## config.mk

```make
export PLATFORM = sky130hd
export DESIGN_NAME = cpc_charge_param_regs
export DESIGN_NICKNAME = d
export VERILOG_FILES = /design/src/logic/cpc_pkg.sv /design/src/logic/cpc_charge_param_regs.sv
export VERILOG_INCLUDE_DIRS = /design/src /design/src/logic
export SDC_FILE = /design/constraint.sdc
export NUM_CORES = 1
export LEC_CHECK = 0
export BUFFER_PORTS_ARGS = -buffer_cell sky130_fd_sc_hd__buf_4
export CAP_MARGIN = 10
export CORE_ASPECT_RATIO = 0.6
export CORE_MARGIN = 2
export CORE_UTILIZATION = 58
export DETAILED_ROUTE_END_ITERATION = 7
export HOLD_SLACK_MARGIN = 0.12
export PLACE_DENSITY = 0.81
export RECOVER_POWER = 25
export SLEW_MARGIN = 5
export SYNTH_ARGS = -nofsm -noshare
export SYNTH_HDL_FRONTEND = slang
export SYNTH_SLANG_ARGS = --single-unit
```

## constraint.sdc

```tcl
create_clock -name clk_sys -period 4.9 [get_ports clk_sys]
set_clock_uncertainty 0.1 [all_clocks]
set_input_delay 0.49 -clock clk_sys [delete_from_list [all_inputs] [get_ports clk_sys]]
set_output_delay 0.49 -clock clk_sys [all_outputs]
set_load 0.05 [all_outputs]
```

## src/logic/cpc_defines.svh

```systemverilog
// Purpose: Offsets, reset values, limit codes and timing counts of the charge config bank
// Assumes: 20 MHz system clock
// Notes: Times are kept in their own unit; cycle counts derive from them
`ifndef CPC_DEFINES_SVH
`define CPC_DEFINES_SVH

`define CPC_ADDR_PRECHG_TERM 8'h03
`define CPC_ADDR_VOLT_LIMIT 8'h04
`define CPC_ADDR_CTRL_ONE 8'h05

`define CPC_RST_PRECHG_TERM 8'h12
`define CPC_RST_VOLT_LIMIT 8'h40
`define CPC_RST_CTRL_ONE 8'h9E

`define CPC_CURRENT_MAX_CODE 4'hC
`define CPC_VOLT_WARM_CODE 5'h06

`define CPC_CLK_HZ 20000000
`define CPC_MS_PER_S 1000
`define CPC_TICK_MS 1
`define CPC_TICK_CYCLES (`CPC_CLK_HZ / 1000 * `CPC_TICK_MS)
`define CPC_WD_BASE_S 40
`define CPC_TOPOFF_BASE_MIN 15
`define CPC_PRECHG_HOURS 2
`define CPC_FAST_LONG_HOURS 20
`define CPC_FAST_SHORT_HOURS 10
`define CPC_THERM_LOW_C 90
`define CPC_THERM_HIGH_C 110
`define CPC_RECHG_LOW_MV 120
`define CPC_RECHG_HIGH_MV 210

`endif

```

## src/logic/cpc_pkg.sv

```systemverilog
// Purpose: Types of the charge config bank
// Assumes: Used with cpc_defines.svh
// Notes: Field layouts as packed structs, msb first
package cpc_pkg;
  typedef struct packed {
    logic [3:0] prechargeCurrentCode;
    logic [3:0] terminationCurrentCode;
  } cpc_prechg_term_t;

  typedef struct packed {
    logic [4:0] chargeVoltageCode;
    logic [1:0] topoffDurationSel;
    logic rechargeThresholdSel;
  } cpc_volt_limit_t;

  typedef struct packed {
    logic termEnable;
    logic reservedBit;
    logic [1:0] watchdogPeriod;
    logic safetyTimerEnable;
    logic fastChargeTimerSel;
    logic thermalRegulationSel;
    logic warmZoneVoltageSel;
  } cpc_ctrl_one_t;

  typedef struct packed {
    logic [3:0] prechargeCurrent;
    logic [3:0] terminationCurrent;
    logic [4:0] chargeVoltage;
    logic [1:0] topoffDuration;
    logic rechargeThresholdHigh;
    logic termEnable;
    logic safetyTimerEnable;
    logic [4:0] safetyHours;
    logic thermalHigh;
    logic timerHalfSpeed;
  } cpc_settings_t;
endpackage : cpc_pkg

```

## src/logic/cpc_charge_param_regs.sv

```systemverilog
// Purpose: Three charge parameter configuration registers and their watchdog
// Assumes: Register port is the device's internal access path behind its serial interface
// Notes: Effective settings are the stored codes after clamping and zone limits
// Operation
// - Reset values are 0x12 at 0x03, 0x40 at 0x04 and 0x9E at 0x05.
// - Pre-charge current code sits in bits 7:4 as 20 mA plus 20 mA per step, default 0001.
// - Pre-charge codes above 1100 act as 1100.
// - Termination code sits in bits 3:0, default 0010, clamped above 1100.
// - Charge voltage codes 00000 to 01000 map to a fixed table, default 01000.
// - Charge voltage codes 01001 and up give 4.300 V plus 10 mV per step.
// - Top-off field bits 2:1 select off, 15, 30 or 45 minutes.
// - Bit 0 of the voltage register selects a 120 mV or 210 mV recharge threshold.
// - Bit 7 of control one enables termination; when clear charging never terminates.
// - Watchdog field bits 5:4 select off, 40 s, 80 s or 160 s.
// - Bit 3 gates both safety timers; pre-charge timer is 2 hours.
// - Bit 2 selects 20 hours when clear and 10 hours when set.
// - Bit 1 selects a 90 C or 110 C thermal threshold.
// - In the warm zone bit 0 clear caps the charge voltage at 4.1 V.
// - Writing 1 to the watchdog restart restarts the timer and the bit clears itself.
// - With timer stretch enabled the safety timer runs at half speed in regulation or zones.
`include "cpc_defines.svh"

module cpc_charge_param_regs
  import cpc_pkg::*;
#(
  parameter int TICK_CYCLES = `CPC_TICK_CYCLES,
  parameter int WD_BASE_MS = `CPC_WD_BASE_S * `CPC_MS_PER_S
) (
  // Clock and reset
  input wire logic clk_sys,
  input wire logic rst_n,
  // Register port
  input wire logic regWrite,
  input wire logic regRead,
  input wire logic [7:0] regAddr,
  input wire logic [7:0] regWrData,
  output logic [7:0] regRdData,
  output logic regAddrValid,
  // Control from neighbouring logic
  input wire logic registerReset,
  input wire logic watchdogRestart,
  input wire logic timerStretchEnable,
  input wire logic preChargePhase,
  input wire logic stretchCondition,
  input wire logic warmZone,
  // Effective settings and state
  output cpc_settings_t settings,
  output logic watchdogExpired,
  output logic watchdogRestartBit
);

  ////////////////////////////////////////////////////////////////////////////
  // Elaboration checks

  if (TICK_CYCLES < 1) begin : g_badTick
    $error("cpc_charge_param_regs: tick count must be positive");
  end

  if (WD_BASE_MS < 1) begin : g_badWdBase
    $error("cpc_charge_param_regs: watchdog base must be positive");
  end

  // Longest period is four times the base and must fit the millisecond counter
  if (WD_BASE_MS * 4 >= (1 << 18)) begin : g_badWdRange
    $error("cpc_charge_param_regs: watchdog period exceeds counter");
  end

  ////////////////////////////////////////////////////////////////////////////
  // Register storage

  cpc_prechg_term_t prechgTerm_ff, nxt_prechgTerm;
  cpc_volt_limit_t voltLimit_ff, nxt_voltLimit;
  cpc_ctrl_one_t ctrlOne_ff, nxt_ctrlOne;
  logic [7:0] regRdData_ff, nxt_regRdData;
  logic wdExpire;

  // Register reset and watchdog expiry beat a host write in the same cycle
  always_comb begin
    nxt_prechgTerm = prechgTerm_ff;
    nxt_voltLimit = voltLimit_ff;
    nxt_ctrlOne = ctrlOne_ff;

    if (registerReset || wdExpire) begin
      nxt_prechgTerm = `CPC_RST_PRECHG_TERM;
      nxt_voltLimit = `CPC_RST_VOLT_LIMIT;
      nxt_ctrlOne = `CPC_RST_CTRL_ONE;
    end else if (regWrite) begin
      // Writes to unmapped offsets are ignored
      unique case (regAddr)
        `CPC_ADDR_PRECHG_TERM: nxt_prechgTerm = regWrData;
        `CPC_ADDR_VOLT_LIMIT: nxt_voltLimit = regWrData;
        `CPC_ADDR_CTRL_ONE: nxt_ctrlOne = regWrData;
        default: ;
      endcase
    end
  end

  // Read data is registered and holds until the next read
  always_comb begin
    nxt_regRdData = regRdData_ff;

    if (regRead) begin
      unique case (regAddr)
        `CPC_ADDR_PRECHG_TERM: nxt_regRdData = prechgTerm_ff;
        `CPC_ADDR_VOLT_LIMIT: nxt_regRdData = voltLimit_ff;
        `CPC_ADDR_CTRL_ONE: nxt_regRdData = ctrlOne_ff;
        default: nxt_regRdData = 8'h00;
      endcase
    end
  end

  always_ff @(posedge clk_sys or negedge rst_n) begin
    if (!rst_n) begin
      prechgTerm_ff <= `CPC_RST_PRECHG_TERM;
      voltLimit_ff <= `CPC_RST_VOLT_LIMIT;
      ctrlOne_ff <= `CPC_RST_CTRL_ONE;
      regRdData_ff <= 8'h00;
    end else begin
      prechgTerm_ff <= nxt_prechgTerm;
      voltLimit_ff <= nxt_voltLimit;
      ctrlOne_ff <= nxt_ctrlOne;
      regRdData_ff <= nxt_regRdData;
    end
  end

  assign regRdData = regRdData_ff;
  assign regAddrValid = (regAddr == `CPC_ADDR_PRECHG_TERM) || (regAddr == `CPC_ADDR_VOLT_LIMIT)
      || (regAddr == `CPC_ADDR_CTRL_ONE);

  ////////////////////////////////////////////////////////////////////////////
  // Watchdog: millisecond tick and period counter

  logic [$clog2(TICK_CYCLES+1)-1:0] tickCnt_ff, nxt_tickCnt;
  logic [17:0] wdMs_ff, nxt_wdMs;
  logic restartPend_ff, nxt_restartPend;
  logic expired_ff, nxt_expired;
  logic msTick;
  logic [17:0] wdLimit;

  assign msTick = (tickCnt_ff == ($bits(tickCnt_ff))'(TICK_CYCLES - 1));

  always_comb begin
    unique case (ctrlOne_ff.watchdogPeriod)
      2'h1: wdLimit = 18'(WD_BASE_MS);
      2'h2: wdLimit = 18'(WD_BASE_MS * 2);
      2'h3: wdLimit = 18'(WD_BASE_MS * 4);
      default: wdLimit = 18'h00000;
    endcase
  end

  // Expiry on the tick that completes the period; a pending restart wins
  assign wdExpire = (ctrlOne_ff.watchdogPeriod != 2'h0) && msTick && !restartPend_ff
      && !watchdogRestart && (wdMs_ff >= wdLimit - 18'h00001);

  always_comb begin
    // Free-running prescaler for the millisecond tick
    if (msTick) begin
      nxt_tickCnt = '0;
    end else begin
      nxt_tickCnt = tickCnt_ff + 1'b1;
    end

    // Restart bit reads back set for one cycle, then clears itself
    nxt_restartPend = watchdogRestart;

    // One-cycle expiry pulse
    nxt_expired = wdExpire;

    // Elapsed time restarts on host restart, when disabled, on expiry or register reset
    nxt_wdMs = wdMs_ff;
    if (restartPend_ff) begin
      nxt_wdMs = 18'h00000;
    end else if (ctrlOne_ff.watchdogPeriod == 2'h0) begin
      nxt_wdMs = 18'h00000;
    end else if (wdExpire || registerReset) begin
      nxt_wdMs = 18'h00000;
    end else if (msTick) begin
      nxt_wdMs = wdMs_ff + 18'h00001;
    end
  end

  always_ff @(posedge clk_sys or negedge rst_n) begin
    if (!rst_n) begin
      tickCnt_ff <= '0;
      wdMs_ff <= 18'h00000;
      restartPend_ff <= 1'b0;
      expired_ff <= 1'b0;
    end else begin
      tickCnt_ff <= nxt_tickCnt;
      wdMs_ff <= nxt_wdMs;
      restartPend_ff <= nxt_restartPend;
      expired_ff <= nxt_expired;
    end
  end

  assign watchdogExpired = expired_ff;
  assign watchdogRestartBit = restartPend_ff;

  ////////////////////////////////////////////////////////////////////////////
  // Effective settings

  logic [3:0] rawCurrent [2];
  logic [3:0] clampedCurrent [2];

  assign rawCurrent[0] = prechgTerm_ff.prechargeCurrentCode;
  assign rawCurrent[1] = prechgTerm_ff.terminationCurrentCode;

  // Both current fields share one clamp: codes above the top step act as the top step
  for (genvar ch = 0; ch < 2; ch++) begin : g_clamp
    assign clampedCurrent[ch] = (rawCurrent[ch] > `CPC_CURRENT_MAX_CODE)
        ? `CPC_CURRENT_MAX_CODE : rawCurrent[ch];
  end

  cpc_settings_t settings_ff, nxt_settings;

  always_comb begin
    nxt_settings = '0;

    // Current codes
    nxt_settings.prechargeCurrent = clampedCurrent[0];
    nxt_settings.terminationCurrent = clampedCurrent[1];

    // Charge voltage code, capped in the warm zone unless the full target is chosen
    nxt_settings.chargeVoltage = voltLimit_ff.chargeVoltageCode;
    if (warmZone && !ctrlOne_ff.warmZoneVoltageSel) begin
      if (voltLimit_ff.chargeVoltageCode > `CPC_VOLT_WARM_CODE) begin
        nxt_settings.chargeVoltage = `CPC_VOLT_WARM_CODE;
      end
    end

    // Top-off and recharge selections pass through
    nxt_settings.topoffDuration = voltLimit_ff.topoffDurationSel;
    nxt_settings.rechargeThresholdHigh = voltLimit_ff.rechargeThresholdSel;

    // Termination
    nxt_settings.termEnable = ctrlOne_ff.termEnable;

    // Safety timer: zero hours means no limit
    nxt_settings.safetyTimerEnable = ctrlOne_ff.safetyTimerEnable;
    if (!ctrlOne_ff.safetyTimerEnable) begin
      nxt_settings.safetyHours = 5'h00;
    end else if (preChargePhase) begin
      nxt_settings.safetyHours = 5'(`CPC_PRECHG_HOURS);
    end else if (ctrlOne_ff.fastChargeTimerSel) begin
      nxt_settings.safetyHours = 5'(`CPC_FAST_SHORT_HOURS);
    end else begin
      nxt_settings.safetyHours = 5'(`CPC_FAST_LONG_HOURS);
    end

    // Thermal regulation threshold
    nxt_settings.thermalHigh = ctrlOne_ff.thermalRegulationSel;

    // Half speed only when stretching is enabled and a slowing cause is present
    nxt_settings.timerHalfSpeed = timerStretchEnable && stretchCondition;
  end

  always_ff @(posedge clk_sys or negedge rst_n) begin
    if (!rst_n) begin
      settings_ff <= '0;
    end else begin
      settings_ff <= nxt_settings;
    end
  end

  assign settings = settings_ff;

endmodule : cpc_charge_param_regs

```

# ---- Word level (Yosys, flattened, before mapping)
# Cells that the tools add are included.
# Widths: inputs -> output; s select.
dict set report totals {
  out_inout_bits 36
  inputBits 26
  elab_cells 86
  ff_bits 92
}
dict set report op_classes {
  n_eq_ne 7
  muxes 23
  n_lt_le_gt_ge 4
  n_reduce_logical 22
  addsub 3
}
# operator n
set op_table {}
lappend op_table {{$mux 18} 4}
lappend op_table {{$mux 8} 9}
lappend op_table {{$pmux 18 s3} 1}
lappend op_table {{$mux 5} 5}
lappend op_table {{$pmux 8 s3} 1}
lappend op_table {{$add 18x1->18 const B} 1}
lappend op_table {{$ge 18x18->1} 1}
lappend op_table {{$sub 18x1->18 const B} 1}
lappend op_table {{$eq 8x3->1 const B} 2}
lappend op_table {{$add 15x1->15 const B} 1}
lappend op_table {{$eq 15x15->1 const B} 1}
lappend op_table {{$mux 15} 1}
lappend op_table {{$reduce_bool 2->1} 5}
lappend op_table {{$eq 8x2->1 const B} 1}
lappend op_table {{$gt 4x4->1 const B} 2}
lappend op_table {{$mux 4} 2}
lappend op_table {{$logic_and 1x1->1} 6}
lappend op_table {{$reduce_and 2->1} 3}
lappend op_table {{$gt 5x3->1 const B} 1}
lappend op_table {{$eq 2x2->1 const B} 2}
lappend op_table {{$reduce_bool 4->1} 1}
lappend op_table {{$logic_not 1->1} 3}
lappend op_table {{$logic_or 1x1->1} 3}
lappend op_table {{$eq 2x1->1 const B} 1}
lappend op_table {{$logic_not 2->1} 1}

# ---- Logic depth before layout (Yosys ltp)
# Gate-level depths: netlist of the first run.
dict set report logic_depth {
  ltp_word 9
  depth_mapped 10
  mapped_depth_nobuf 9
}

# ---- Least setup slack after synthesis of the first run
# OpenSTA, ideal clock, no wires.
dict set report synth_timing {
  path_kind {input to register}
  start {in regAddr[5]}
  end {reg regRdData_ff[0], in the netlist regRdData[0]}
  setup_time_ns 0.087
  stages 4
  n_path_buf 0
  t_required_ns 4.713
  path_slack_ns 1.838
  t_arrival_ns 2.875
  path_cell_list {or4_4 -> a211oi_1 -> nand2_1 -> o21ai_0}
}
dict set report synth_between {
  elab_chain_cells 2
  word_cells_on_any_way 4
  classes_between {eq/ne (3); mux (1)}
}
# item line_no
set synth_rtl {}
lappend synth_rtl {{start: declaration} cpc_charge_param_regs.sv:35} ;# input wire logic [7:0] regAddr,
lappend synth_rtl {{$eq 8x3->1 or $eq 8x2->1 (tied branches)} cpc_charge_param_regs.sv:103} ;# unique case (regAddr)
lappend synth_rtl {{$pmux 8 s3 *} cpc_charge_param_regs.sv:103}
lappend synth_rtl {{end signal: assignment} cpc_charge_param_regs.sv:122} ;# regRdData_ff <= nxt_regRdData;
lappend synth_rtl {{end: declaration} cpc_charge_param_regs.sv:74} ;# logic [7:0] regRdData_ff, nxt_regRdData;
# Every way passes the cells marked *; elsewhere a longest branch is shown, timed or not.
# A chain may end at the register's enable or synchronous reset.

# ---- Worst setup path in the final report of the first run
dict set report layout_timing {
  start {reg ctrlOne_ff[4] (netlist bit)}
  end {reg wdMs_ff[13]}
}
dict set report layout_between {
  elab_chain_cells 9
  word_cells_on_any_way 17
  classes_between {add/sub (1); order compare (1); eq/ne (3); mux (4); reduce/logical (8)}
}
# item line_no
set layout_rtl {}
lappend layout_rtl {{start: declaration} cpc_charge_param_regs.sv:73} ;# cpc_ctrl_one_t ctrlOne_ff, nxt_ctrlOne;
lappend layout_rtl {{start signal: assignment} cpc_charge_param_regs.sv:116} ;# ctrlOne_ff <= `CPC_RST_CTRL_ONE;
lappend layout_rtl {{start signal: assignment} cpc_charge_param_regs.sv:121} ;# ctrlOne_ff <= nxt_ctrlOne;
lappend layout_rtl {{$eq 2x2->1 (tied with other cells)} cpc_charge_param_regs.sv:143} ;# unique case (ctrlOne_ff.watchdogPeriod)
lappend layout_rtl {{$pmux 18 s3 or $logic_and 1x1->1 (tied branches)} {cpc_charge_param_regs.sv:143, cpc_charge_param_regs.sv:152}}
lappend layout_rtl {{$sub 18x1->18 or $logic_and 1x1->1 (tied branches)} {cpc_charge_param_regs.sv:153, cpc_charge_param_regs.sv:152}}
lappend layout_rtl {{$ge 18x18->1 or $logic_and 1x1->1 (tied branches)} cpc_charge_param_regs.sv:153} ;# && !watchdogRestart && (wdMs_ff >= wdLimit - 18'h00001);
lappend layout_rtl {{$logic_and 1x1->1} cpc_charge_param_regs.sv:153}
lappend layout_rtl {{$logic_or 1x1->1} cpc_charge_param_regs.sv:175} ;# end else if (wdExpire || registerReset) begin
lappend layout_rtl {{$mux 18} cpc_charge_param_regs.sv:175}
lappend layout_rtl {{$mux 18} cpc_charge_param_regs.sv:173} ;# end else if (ctrlOne_ff.watchdogPeriod == 2'h0) begin
lappend layout_rtl {{$mux 18} cpc_charge_param_regs.sv:171} ;# if (restartPend_ff) begin
lappend layout_rtl {{end signal: assignment} cpc_charge_param_regs.sv:190} ;# wdMs_ff <= nxt_wdMs;
lappend layout_rtl {{end: declaration} cpc_charge_param_regs.sv:134} ;# logic [17:0] wdMs_ff, nxt_wdMs;
# Several ways; a longest one is shown, not always the timed one.

==> tab_implementation.tex, run 1 <==
\begin{tabular}{lr}
\hline
Metric & Value \\
\hline
\multicolumn{2}{l}{\textbf{Floorplanning}} \\
Floorplan Core Area & 0.00724 mm2 \\
Initial core utilization & 59.5\% \\
Die Footprint & 0.00816 mm2 \\
I/O pins & 62 \\
Number of rows in the core area & 24 \\
Die Width & between 100 and 150 um \\
Vertical die dimension & just over 70 um \\
\multicolumn{2}{l}{\textbf{Worst setup path}} \\
Data required time at the worst endpoint & 4.98 ns \\
Kind of end point of the critical path & flop \\
Startpoint class of the critical path & flop \\
Source of the worst register-to-register timing path & ctrlOne\_ff[4] \\
Crit Reg-Reg Endpoint & wdMs\_ff[13] \\
Reg-to-reg slack, setup & 1.83 ns \\
Critical setup path kind & reg -> reg \\
Capturing instance or port of the critical path & wdMs\_ff[13] \\
Arrival @ worst endpoint & 3.15 ns \\
Chain of cells forming the critical path & inv\_1 -> ha\_1 -> ha\_1 -> nand4\_1 -> nor2\_1 -> o2111ai\_1 -> a21oi\_2 -> nor2\_1 \\
Crit Path Max Fanout & 18 \\
Worst path max stage delay & 0.73 ns \\
Cell at the slowest stage of the critical path & sky130\_fd\_sc\_hd\_\_a21oi\_2 \\
Timing startpoint of the critical path & ctrlOne\_ff[4] \\
Logic depth of the worst register-to-register path & 8 \\
\multicolumn{2}{l}{\textbf{Cells and area}} \\
\# diodes & 0 \\
Final layout net count & 506 \\
Final cell area excluding filler cells & 0.00510 mm2 \\
Area growth from synthesis to layout & 18.4\% \\
Fraction of final layout cells with drive strength greater than 1 & 20.8\% \\
\multicolumn{2}{l}{\textbf{Logic synthesis}} \\
Avg Inst Size Synth & between 10 and 15 um2 \\
Cell area after synthesis & 0.00431 mm2 \\
Number of storage elements in the synthesis netlist & 90 \\
Cell with the most instances after synthesis & sky130\_fd\_sc\_hd\_\_dfrtp\_1 \\
Multiplexer share of the synthesized area & 0.929\% \\
Portion of synthesized cell area occupied by the leading cell type & 47.6\% \\
Adder and majority cell fraction of the synthesized area & 5.52\% \\
Number of enable flip-flop cells after synthesis & 0 \\
Number of instances in the synthesized netlist & 408 \\
Largest family of logic cells by synthesized area & simple AND/OR/NAND/NOR gates \\
Most instantiated cells after synthesis & sky130\_fd\_sc\_hd\_\_dfrtp\_1, sky130\_fd\_sc\_hd\_\_nor2\_1, sky130\_fd\_sc\_hd\_\_nand3\_1, sky130\_fd\_sc\_hd\_\_nand2\_1, sky130\_fd\_sc\_hd\_\_a21oi\_1 \\
Share of the synthesized netlist area taken by xor and xnor gates & 6.10\% \\
Sequential fraction of the synthesis area & 52.5\% \\
Post-synth top flop & sky130\_fd\_sc\_hd\_\_dfrtp\_1 \\
Area contributors post-synth & sky130\_fd\_sc\_hd\_\_dfrtp\_1, sky130\_fd\_sc\_hd\_\_ha\_1, sky130\_fd\_sc\_hd\_\_dfstp\_2, sky130\_fd\_sc\_hd\_\_nor2\_1, sky130\_fd\_sc\_hd\_\_xor2\_1 \\
Ys Warns & 0 \\
Synth cell types & 53 \\
Cell accounting for the most synthesized area & sky130\_fd\_sc\_hd\_\_dfrtp\_1 \\
Basic-gate share of the synthesized area counting and, or, nand and nor cells & 20.0\% \\
Share of flip-flops with an asynchronous set or reset & between 90\% and 100\% \\
Post-synthesis compound-gate area fraction & 11.0\% \\
Number of nets produced by synthesis & between 400 and 500 \\
\multicolumn{2}{l}{\textbf{Clock network}} \\
Clock tree from TritonCTS & done \\
Hold Buf Count CTS & 0 \\
Worst-Skew Late Latency & roughly 0.34 ns \\
Total CTS buffers & 9 \\
CTS H-tree lvls & 3 \\
Clock Pin Slew Worst Setup and Hold Paths & 0.06 ns \\
Number of buffers on the longest clock path & 2 \\
Post-CTS sizing & 0 \\
Total setup buffers inserted after CTS & 0 \\
Number of clock sinks seen by CTS & 90 \\
Clock Tree Root & sky130\_fd\_sc\_hd\_\_clkbuf\_16 \\
\multicolumn{2}{l}{\textbf{Power}} \\
Pwr dens & 306 mW/mm2 \\
Internal portion of total power & 0.00122 W \\
Net switching power & 0.000341 W \\
Sequential power share & 48.1\% \\
Clock power share & 46.7\% \\
Leakage power & 2.34 nW \\
Switching Share & 21.9\% \\
Share of power burned in combinational logic & 5.2\% \\
Worst VDD drop & $\sim$270 uV \\
\multicolumn{2}{l}{\textbf{Route}} \\
First-pass DRT Iterations & 5 \\
Antenna Nets Post-Route & 0 \\
Total via count in the routed design & 3175 \\
Routed wire length & 9.16 mm \\
Post-detailed-route DRC marker count & 0 \\
Wire per inst & 16.1 um \\
Avg Vias per Cell & roughly 5.6 \\
DR iter-0 viols & 228 \\
\multicolumn{2}{l}{\textbf{Hold path}} \\
Worst hold path depth & 1 \\
Min-delay worst type & in -> reg \\
\multicolumn{2}{l}{\textbf{Global route}} \\
Initial antenna violation count & 0 \\
Aggregate global-route resource usage & 23.9\% \\
Vias in the first global route & 3068 \\
Maximum number of pins on one net before global-route repair & 91 \\
Total global routing overflow & 0 \\
Global-route wire length before repair & 15.0 mm \\
\multicolumn{2}{l}{\textbf{STA}} \\
Top achievable clock speed & 326 MHz \\
Final Hold Viols & 0 \\
Total Neg Setup Slack & 0 ns \\
Min Tclk post-route & 3.07 ns \\
Number of slew-limit violations in the final report & 91 \\
Max\_slew headroom & -41.8\% \\
Final period util & a little over three fifths \\
Setup repair after global routing missed its margin & no \\
Least-Margin Pin Slew & 2.13 ns \\
Finish-stage setup viols & 0 \\
Worst Slack Setup Final & about 1.8 ns \\
\multicolumn{2}{l}{\textbf{Placement}} \\
Placed cell areas & 0.00479 mm2 \\
Post-Place Worst Slack & $\sim$1.9 ns \\
Detail Placement HPWL & 6.40 mm \\
Routability congestion estimate & between 0.8 and 0.9 \\
Number of port buffers & 60 \\
\multicolumn{2}{l}{\textbf{Run}} \\
\# Max-Cap Violations & 1 \\
\multicolumn{2}{l}{\textbf{Run status}} \\
Violated checks & capacitance limit, slew limit \\
Outcome & complete, but fails checks \\
\hline
\end{tabular}
## power by group through the flow
stage	clock network, W	logic (W)	registers (W)
6_report	0.000728	0.0000819	0.000751
3_5_place_dp	0	0.0000826	0.000764
5_1_grt	0.000770	0.0000892	0.000750
2_1_floorplan	0	0.0000260	0.000777
3_3_place_gp	0	0.0000815	0.000764
4_1_cts	0.000735	0.0000828	0.000751
## per-layer routing
metal | GRT usage [%] | vias to the layer above | share of wire (%)
met3 | 6.60 | 8 | 6.1
met1 | 36.3 | 1549 | 49
li1 | - | 1523 | -
met4 | 6.43 | 0 | 0.90
met2 | 34.1 | 95 | 44
met5 | 0 | - | 0
## through the flow
step / power, W / hold slack [ns] / utilization [%] / std cells
3_5_place_dp: 0.000847 / 0.297 / 66.1 / 554
4_1_cts: 0.00157 / 0.160 / 70.5 / 570
5_1_grt: 0.00161 / 0.183 / 70.5 / 570
3_3_place_gp: 0.000846 / 0.290 / 66.1 / 554
2_1_floorplan: 0.000803 / 0.0944 / - / 408
6_report: 0.00156 / 0.190 / 70.5 / 570
## critical path: cells and delay by family, from the launching register on
kind	cells	cell delay [ns]
AOI/OAI and AO/OA	2	1.00
adders and majority gates	2	0.67
DFF	1	0.57
and+or+nand+nor	3	0.47
buffers and inverters	1	0.09
## cell type report
cell class | count | area (um2)
clock inverters | 7 | 92.6
repair buffers | 61 | 455
multi-input cells | 284 | 1880
flip-flops and latches | 90 | 2260
inverters | 15 | 56.3
fillers | 524 | 2140
well taps | 104 | 130
clock buffers | 9 | 225
## worst min-delay path by stage
stage	from	end	slack [ns]
2_1_floorplan	rst_n	ctrlOne_ff[0]	0.09
3_3_place_gp	nxt_settings[9]	settings[9]	0.29
3_5_place_dp	nxt_settings[11]	settings[11]	0.30
4_1_cts	watchdogRestart	watchdogRestartBit	0.16
5_1_grt	watchdogRestart	watchdogRestartBit	0.18
6_report	watchdogRestart	watchdogRestartBit	0.19
## cells by family (layout without fill, tap and decap cells)
| family | Yosys count | count (layout) |
|---|---|---|
| simple gates | 161 | 161 |
| flops | 90 | 90 |
| compound gates | 69 | 69 |
| buf+inv | 34 | 92 |
| xor+xnor | 30 | 30 |
| fa+ha+maj | 19 | 19 |
| mux | 4 | 4 |
| other cells | 1 | 1 |
## registers in the layout, indices dropped and copies added, names as in the netlist
name / count
watchdogExpired: 1
watchdogRestartBit: 1
prechgTerm_ff: 8
voltLimit_ff: 5
wdMs_ff: 18
ctrlOne_ff: 8
settings: 23
tickCnt_ff: 15
regRdData: 8
nxt_settings: 3
## layout by cell type, fill, tap and decap left out, types with 5 or more instances in the layout
master,instances
sky130_fd_sc_hd__dfrtp_1,82
sky130_fd_sc_hd__buf_4,58
sky130_fd_sc_hd__nor2_1,44
sky130_fd_sc_hd__nand3_1,28
sky130_fd_sc_hd__nand2_1,25
sky130_fd_sc_hd__a21oi_1,21
sky130_fd_sc_hd__ha_1,19
sky130_fd_sc_hd__xor2_1,17
sky130_fd_sc_hd__inv_1,15
sky130_fd_sc_hd__xnor2_1,13
sky130_fd_sc_hd__nor2b_1,13
sky130_fd_sc_hd__nand4_1,12
sky130_fd_sc_hd__clkbuf_16,9
sky130_fd_sc_hd__a211o_1,8
sky130_fd_sc_hd__a22oi_1,8
sky130_fd_sc_hd__and3_1,6
sky130_fd_sc_hd__o21ai_0,6
sky130_fd_sc_hd__a21oi_2,6
sky130_fd_sc_hd__nor3_1,5
sky130_fd_sc_hd__dfstp_1,5
No activity file was read; power rests on OpenSTA's default activity.
==> run 2: changes to the inputs <==
CORE_UTILIZATION = 51   (was 58)
PLACE_DENSITY = 0.75   (was 0.81)
clock period = 2.49 ns   (was 4.9 ns; I/O delays follow)
==> run 2 against run 1 <==
Net effect: the run ends with setup timing left; sequential share of layout area shrank 4.9 points; routed wire length grew 12%; non-clock buffer count grew 35; global-route usage shrank 0.46 points; sequential power grew 97%; critical path depth grew 3; via count grew 7.8%; worst setup slack lost 1.9 ns; combinational power grew to 2.8 times the previous value; total power grew 100%.
==> tab_implementation.tex, run 2 (synthesis results as in run 1) <==
\begin{tabular}{lr}
\hline
Metric & Value \\
\hline
\multicolumn{2}{l}{\textbf{Run status}} \\
Outcome & complete, but fails checks \\
Violated checks & setup timing \\
\multicolumn{2}{l}{\textbf{Global route}} \\
Vias in the first global route & 3287 \\
Global-route wire length before repair & 16.2 mm \\
Initial antenna violation count & 0 \\
Aggregate global-route resource usage & a little under a quarter \\
Total global routing overflow & 0 \\
Maximum number of pins on one net before global-route repair & 56 \\
\multicolumn{2}{l}{\textbf{Clock network}} \\
CTS H-tree lvls & 3 \\
Worst-Skew Late Latency & about 0.34 ns \\
Clock tree from TritonCTS & done \\
Number of clock sinks seen by CTS & 90 \\
Total CTS buffers & 9 \\
Number of buffers on the longest clock path & 2 \\
Clock Pin Slew Worst Setup and Hold Paths & around 0.06 ns \\
Clock Tree Root & sky130\_fd\_sc\_hd\_\_clkbuf\_16 \\
\multicolumn{2}{l}{\textbf{Cells and area}} \\
Final cell area excluding filler cells & between 0.005 and 0.006 mm2 \\
\# diodes & 0 \\
Final layout net count & 541 \\
Commonest cells after routing, fill and taps aside & sky130\_fd\_sc\_hd\_\_dfrtp\_1, sky130\_fd\_sc\_hd\_\_buf\_4, sky130\_fd\_sc\_hd\_\_nor2\_1 \\
Area growth from synthesis to layout & 33.2\% \\
Non-filler cells in the finished layout & between 600 and 700 \\
Max reg flops & 23 \\
Leading cell type in the layout, fill and taps excluded & sky130\_fd\_sc\_hd\_\_dfrtp\_1 \\
Register area & about 0.0023 mm2 \\
Area taken by multi-input logic gates & 0.00214 mm2 \\
Fraction of final layout cells with drive strength greater than 1 & between 20\% and 30\% \\
FILL cells & 575 \\
\multicolumn{2}{l}{\textbf{Worst setup path}} \\
Arrival @ worst endpoint & between 2 and 3 ns \\
Worst path max stage delay & roughly 0.55 ns \\
Cell at the slowest stage of the critical path & sky130\_fd\_sc\_hd\_\_dfstp\_2 \\
Startpoint class of the critical path & flop \\
Total number of cells along the worst setup path & 11 \\
Data required time at the worst endpoint & 2.61 ns \\
Crit Path Max Fanout & 5 \\
Crit Reg-Reg Endpoint & wdMs\_ff[10] \\
Reg-to-reg slack, setup & -0.07 ns \\
Kind of end point of the critical path & flop \\
Most Frequent Cell on Critical Path & sky130\_fd\_sc\_hd\_\_ha\_4 \\
Cell class contributing the biggest share of worst-path delay & flip-flops \\
Source of the worst register-to-register timing path & ctrlOne\_ff[4] \\
Capturing instance or port of the critical path & wdMs\_ff[10] \\
Chain of cells forming the critical path & inv\_4 -> ha\_4 -> ha\_4 -> nand4\_1 -> nor3\_2 -> buf\_4 -> o2111ai\_4 -> a21oi\_4 -> buf\_6 -> buf\_12 -> nor2\_4 \\
Timing startpoint of the critical path & ctrlOne\_ff[4] \\
Number of buffer and inverter stages on the critical path & 4 \\
Logic depth of the worst register-to-register path & 11 \\
Critical setup path kind & reg -> reg \\
\multicolumn{2}{l}{\textbf{Route}} \\
Avg Vias per Cell & 5.62 \\
First-pass DRT Iterations & 5 \\
Total via count in the routed design & 3424 \\
Wire per inst & 16.8 um \\
Routed wire length & 10.2 mm \\
DR iter-0 viols & 204 \\
Antenna Nets Post-Route & 0 \\
Post-detailed-route DRC marker count & 0 \\
\multicolumn{2}{l}{\textbf{Floorplanning}} \\
Die Width & 123 um \\
Number of rows in the core area & 25 \\
Vertical die dimension & around 75 um \\
Die Footprint & 0.00922 mm2 \\
Floorplan Core Area & $\sim$0.008 mm2 \\
I/O pins & 62 \\
Initial core utilization & 53.6\% \\
\multicolumn{2}{l}{\textbf{Placement}} \\
Routability congestion estimate & 0.844 \\
Detail Placement HPWL & 6.83 mm \\
Total placed cells including tap cells & 575 \\
Number of port buffers & 60 \\
Post-Place Worst Slack & -0.0893 ns \\
Placed cell areas & between 0.004 and 0.005 mm2 \\
\multicolumn{2}{l}{\textbf{STA}} \\
Min Tclk post-route & $\sim$2.6 ns \\
Setup repair after global routing missed its margin & yes \\
Final Hold Viols & 0 \\
Number of slew-limit violations in the final report & 0 \\
Finish-stage setup viols & 14 \\
Final hold slack & $\sim$0.20 ns \\
Worst Slack Setup Final & -0.0675 ns \\
Top achievable clock speed & about 400 MHz \\
Least-Margin Pin Slew & between 0.9 and 1 ns \\
Max\_slew headroom & between 30\% and 40\% \\
Final period util & 103\% \\
\multicolumn{2}{l}{\textbf{Run}} \\
\# Max-Cap Violations & 0 \\
\multicolumn{2}{l}{\textbf{Hold path}} \\
Min-delay worst type & in -> reg \\
\multicolumn{2}{l}{\textbf{Power}} \\
Total chip power & 0.00312 W \\
Leakage power & approximately 2.5 nW \\
Pwr dens & 544 mW/mm2 \\
Worst VDD drop & between 400 and 500 uV \\
\hline
\end{tabular}
==> run 2: final cells by class <==
cell class | instances | share of cell area, %
inverters | 15 | 1.02
clock inverters | 1 | 0.523
clock buffers | 15 | 5.01
repair buffers | 96 | 14.4
flip-flops and latches | 90 | 39.4
multi-input cells | 284 | 37.2
well taps | 108 | 2.35
==> run 2: power breakdown <==
group	total (W)	switching (W)	internal (W)	leakage, nW
logic	0.000227	0.000134	0.0000932	1.22
registers	0.00148	0.00000457	0.00147	1.17
clock network	0.00142	0.000528	0.000888	0.156
==> run 2: through the flow <==
step	util [%]	TNS [ns]
floorplan	-	-0.161
global placement	62.1	-0.677
detailed placement	62.1	-2.92
CTS	70.5	-0.336
global route	71.4	-2.05
finish	71.4	-0.517
==> run 2: layer usage <==
layer  vias up  share of wire (%)  global-route usage [%]
li1       1586                  -                       -
met1      1707                 45                    32.2
met2       113                 46                    37.1
met3        18                7.1                    5.68
met4         0                1.4                    8.30
met5         -                  0                       0
==> run 2: tightest hold or removal path, cell delays in order <==
cell and delay, ns:
sky130_fd_sc_hd__buf_4 0.19, sky130_fd_sc_hd__nand3_1 0.09, sky130_fd_sc_hd__a21oi_1 0.06
==> run 2: worst min path at each step <==
stage	start	to	slack, ns	cells after the start
after floorplan	rst_n	ctrlOne_ff[0]	-0.15	0
after global placement	rst_n	tickCnt_ff[11]	0.13	1
after detailed placement	rst_n	tickCnt_ff[11]	0.13	1
after CTS	regWrite	voltLimit_ff[7]	0.18	3
after global routing	regWrite	voltLimit_ff[3]	0.21	3
final	regWrite	voltLimit_ff[7]	0.20	3
==> run 2: what timing repair did <==
item                                    in CTS  in global routing
gates cloned                                 2                  0
hold buffers                                13                  0
pin swaps                                    5                  4
resized for setup                           31                 22
endpoints found under the setup margin      42                 42
setup buffers                                3                  2
endpoints found under the hold margin       54                  0
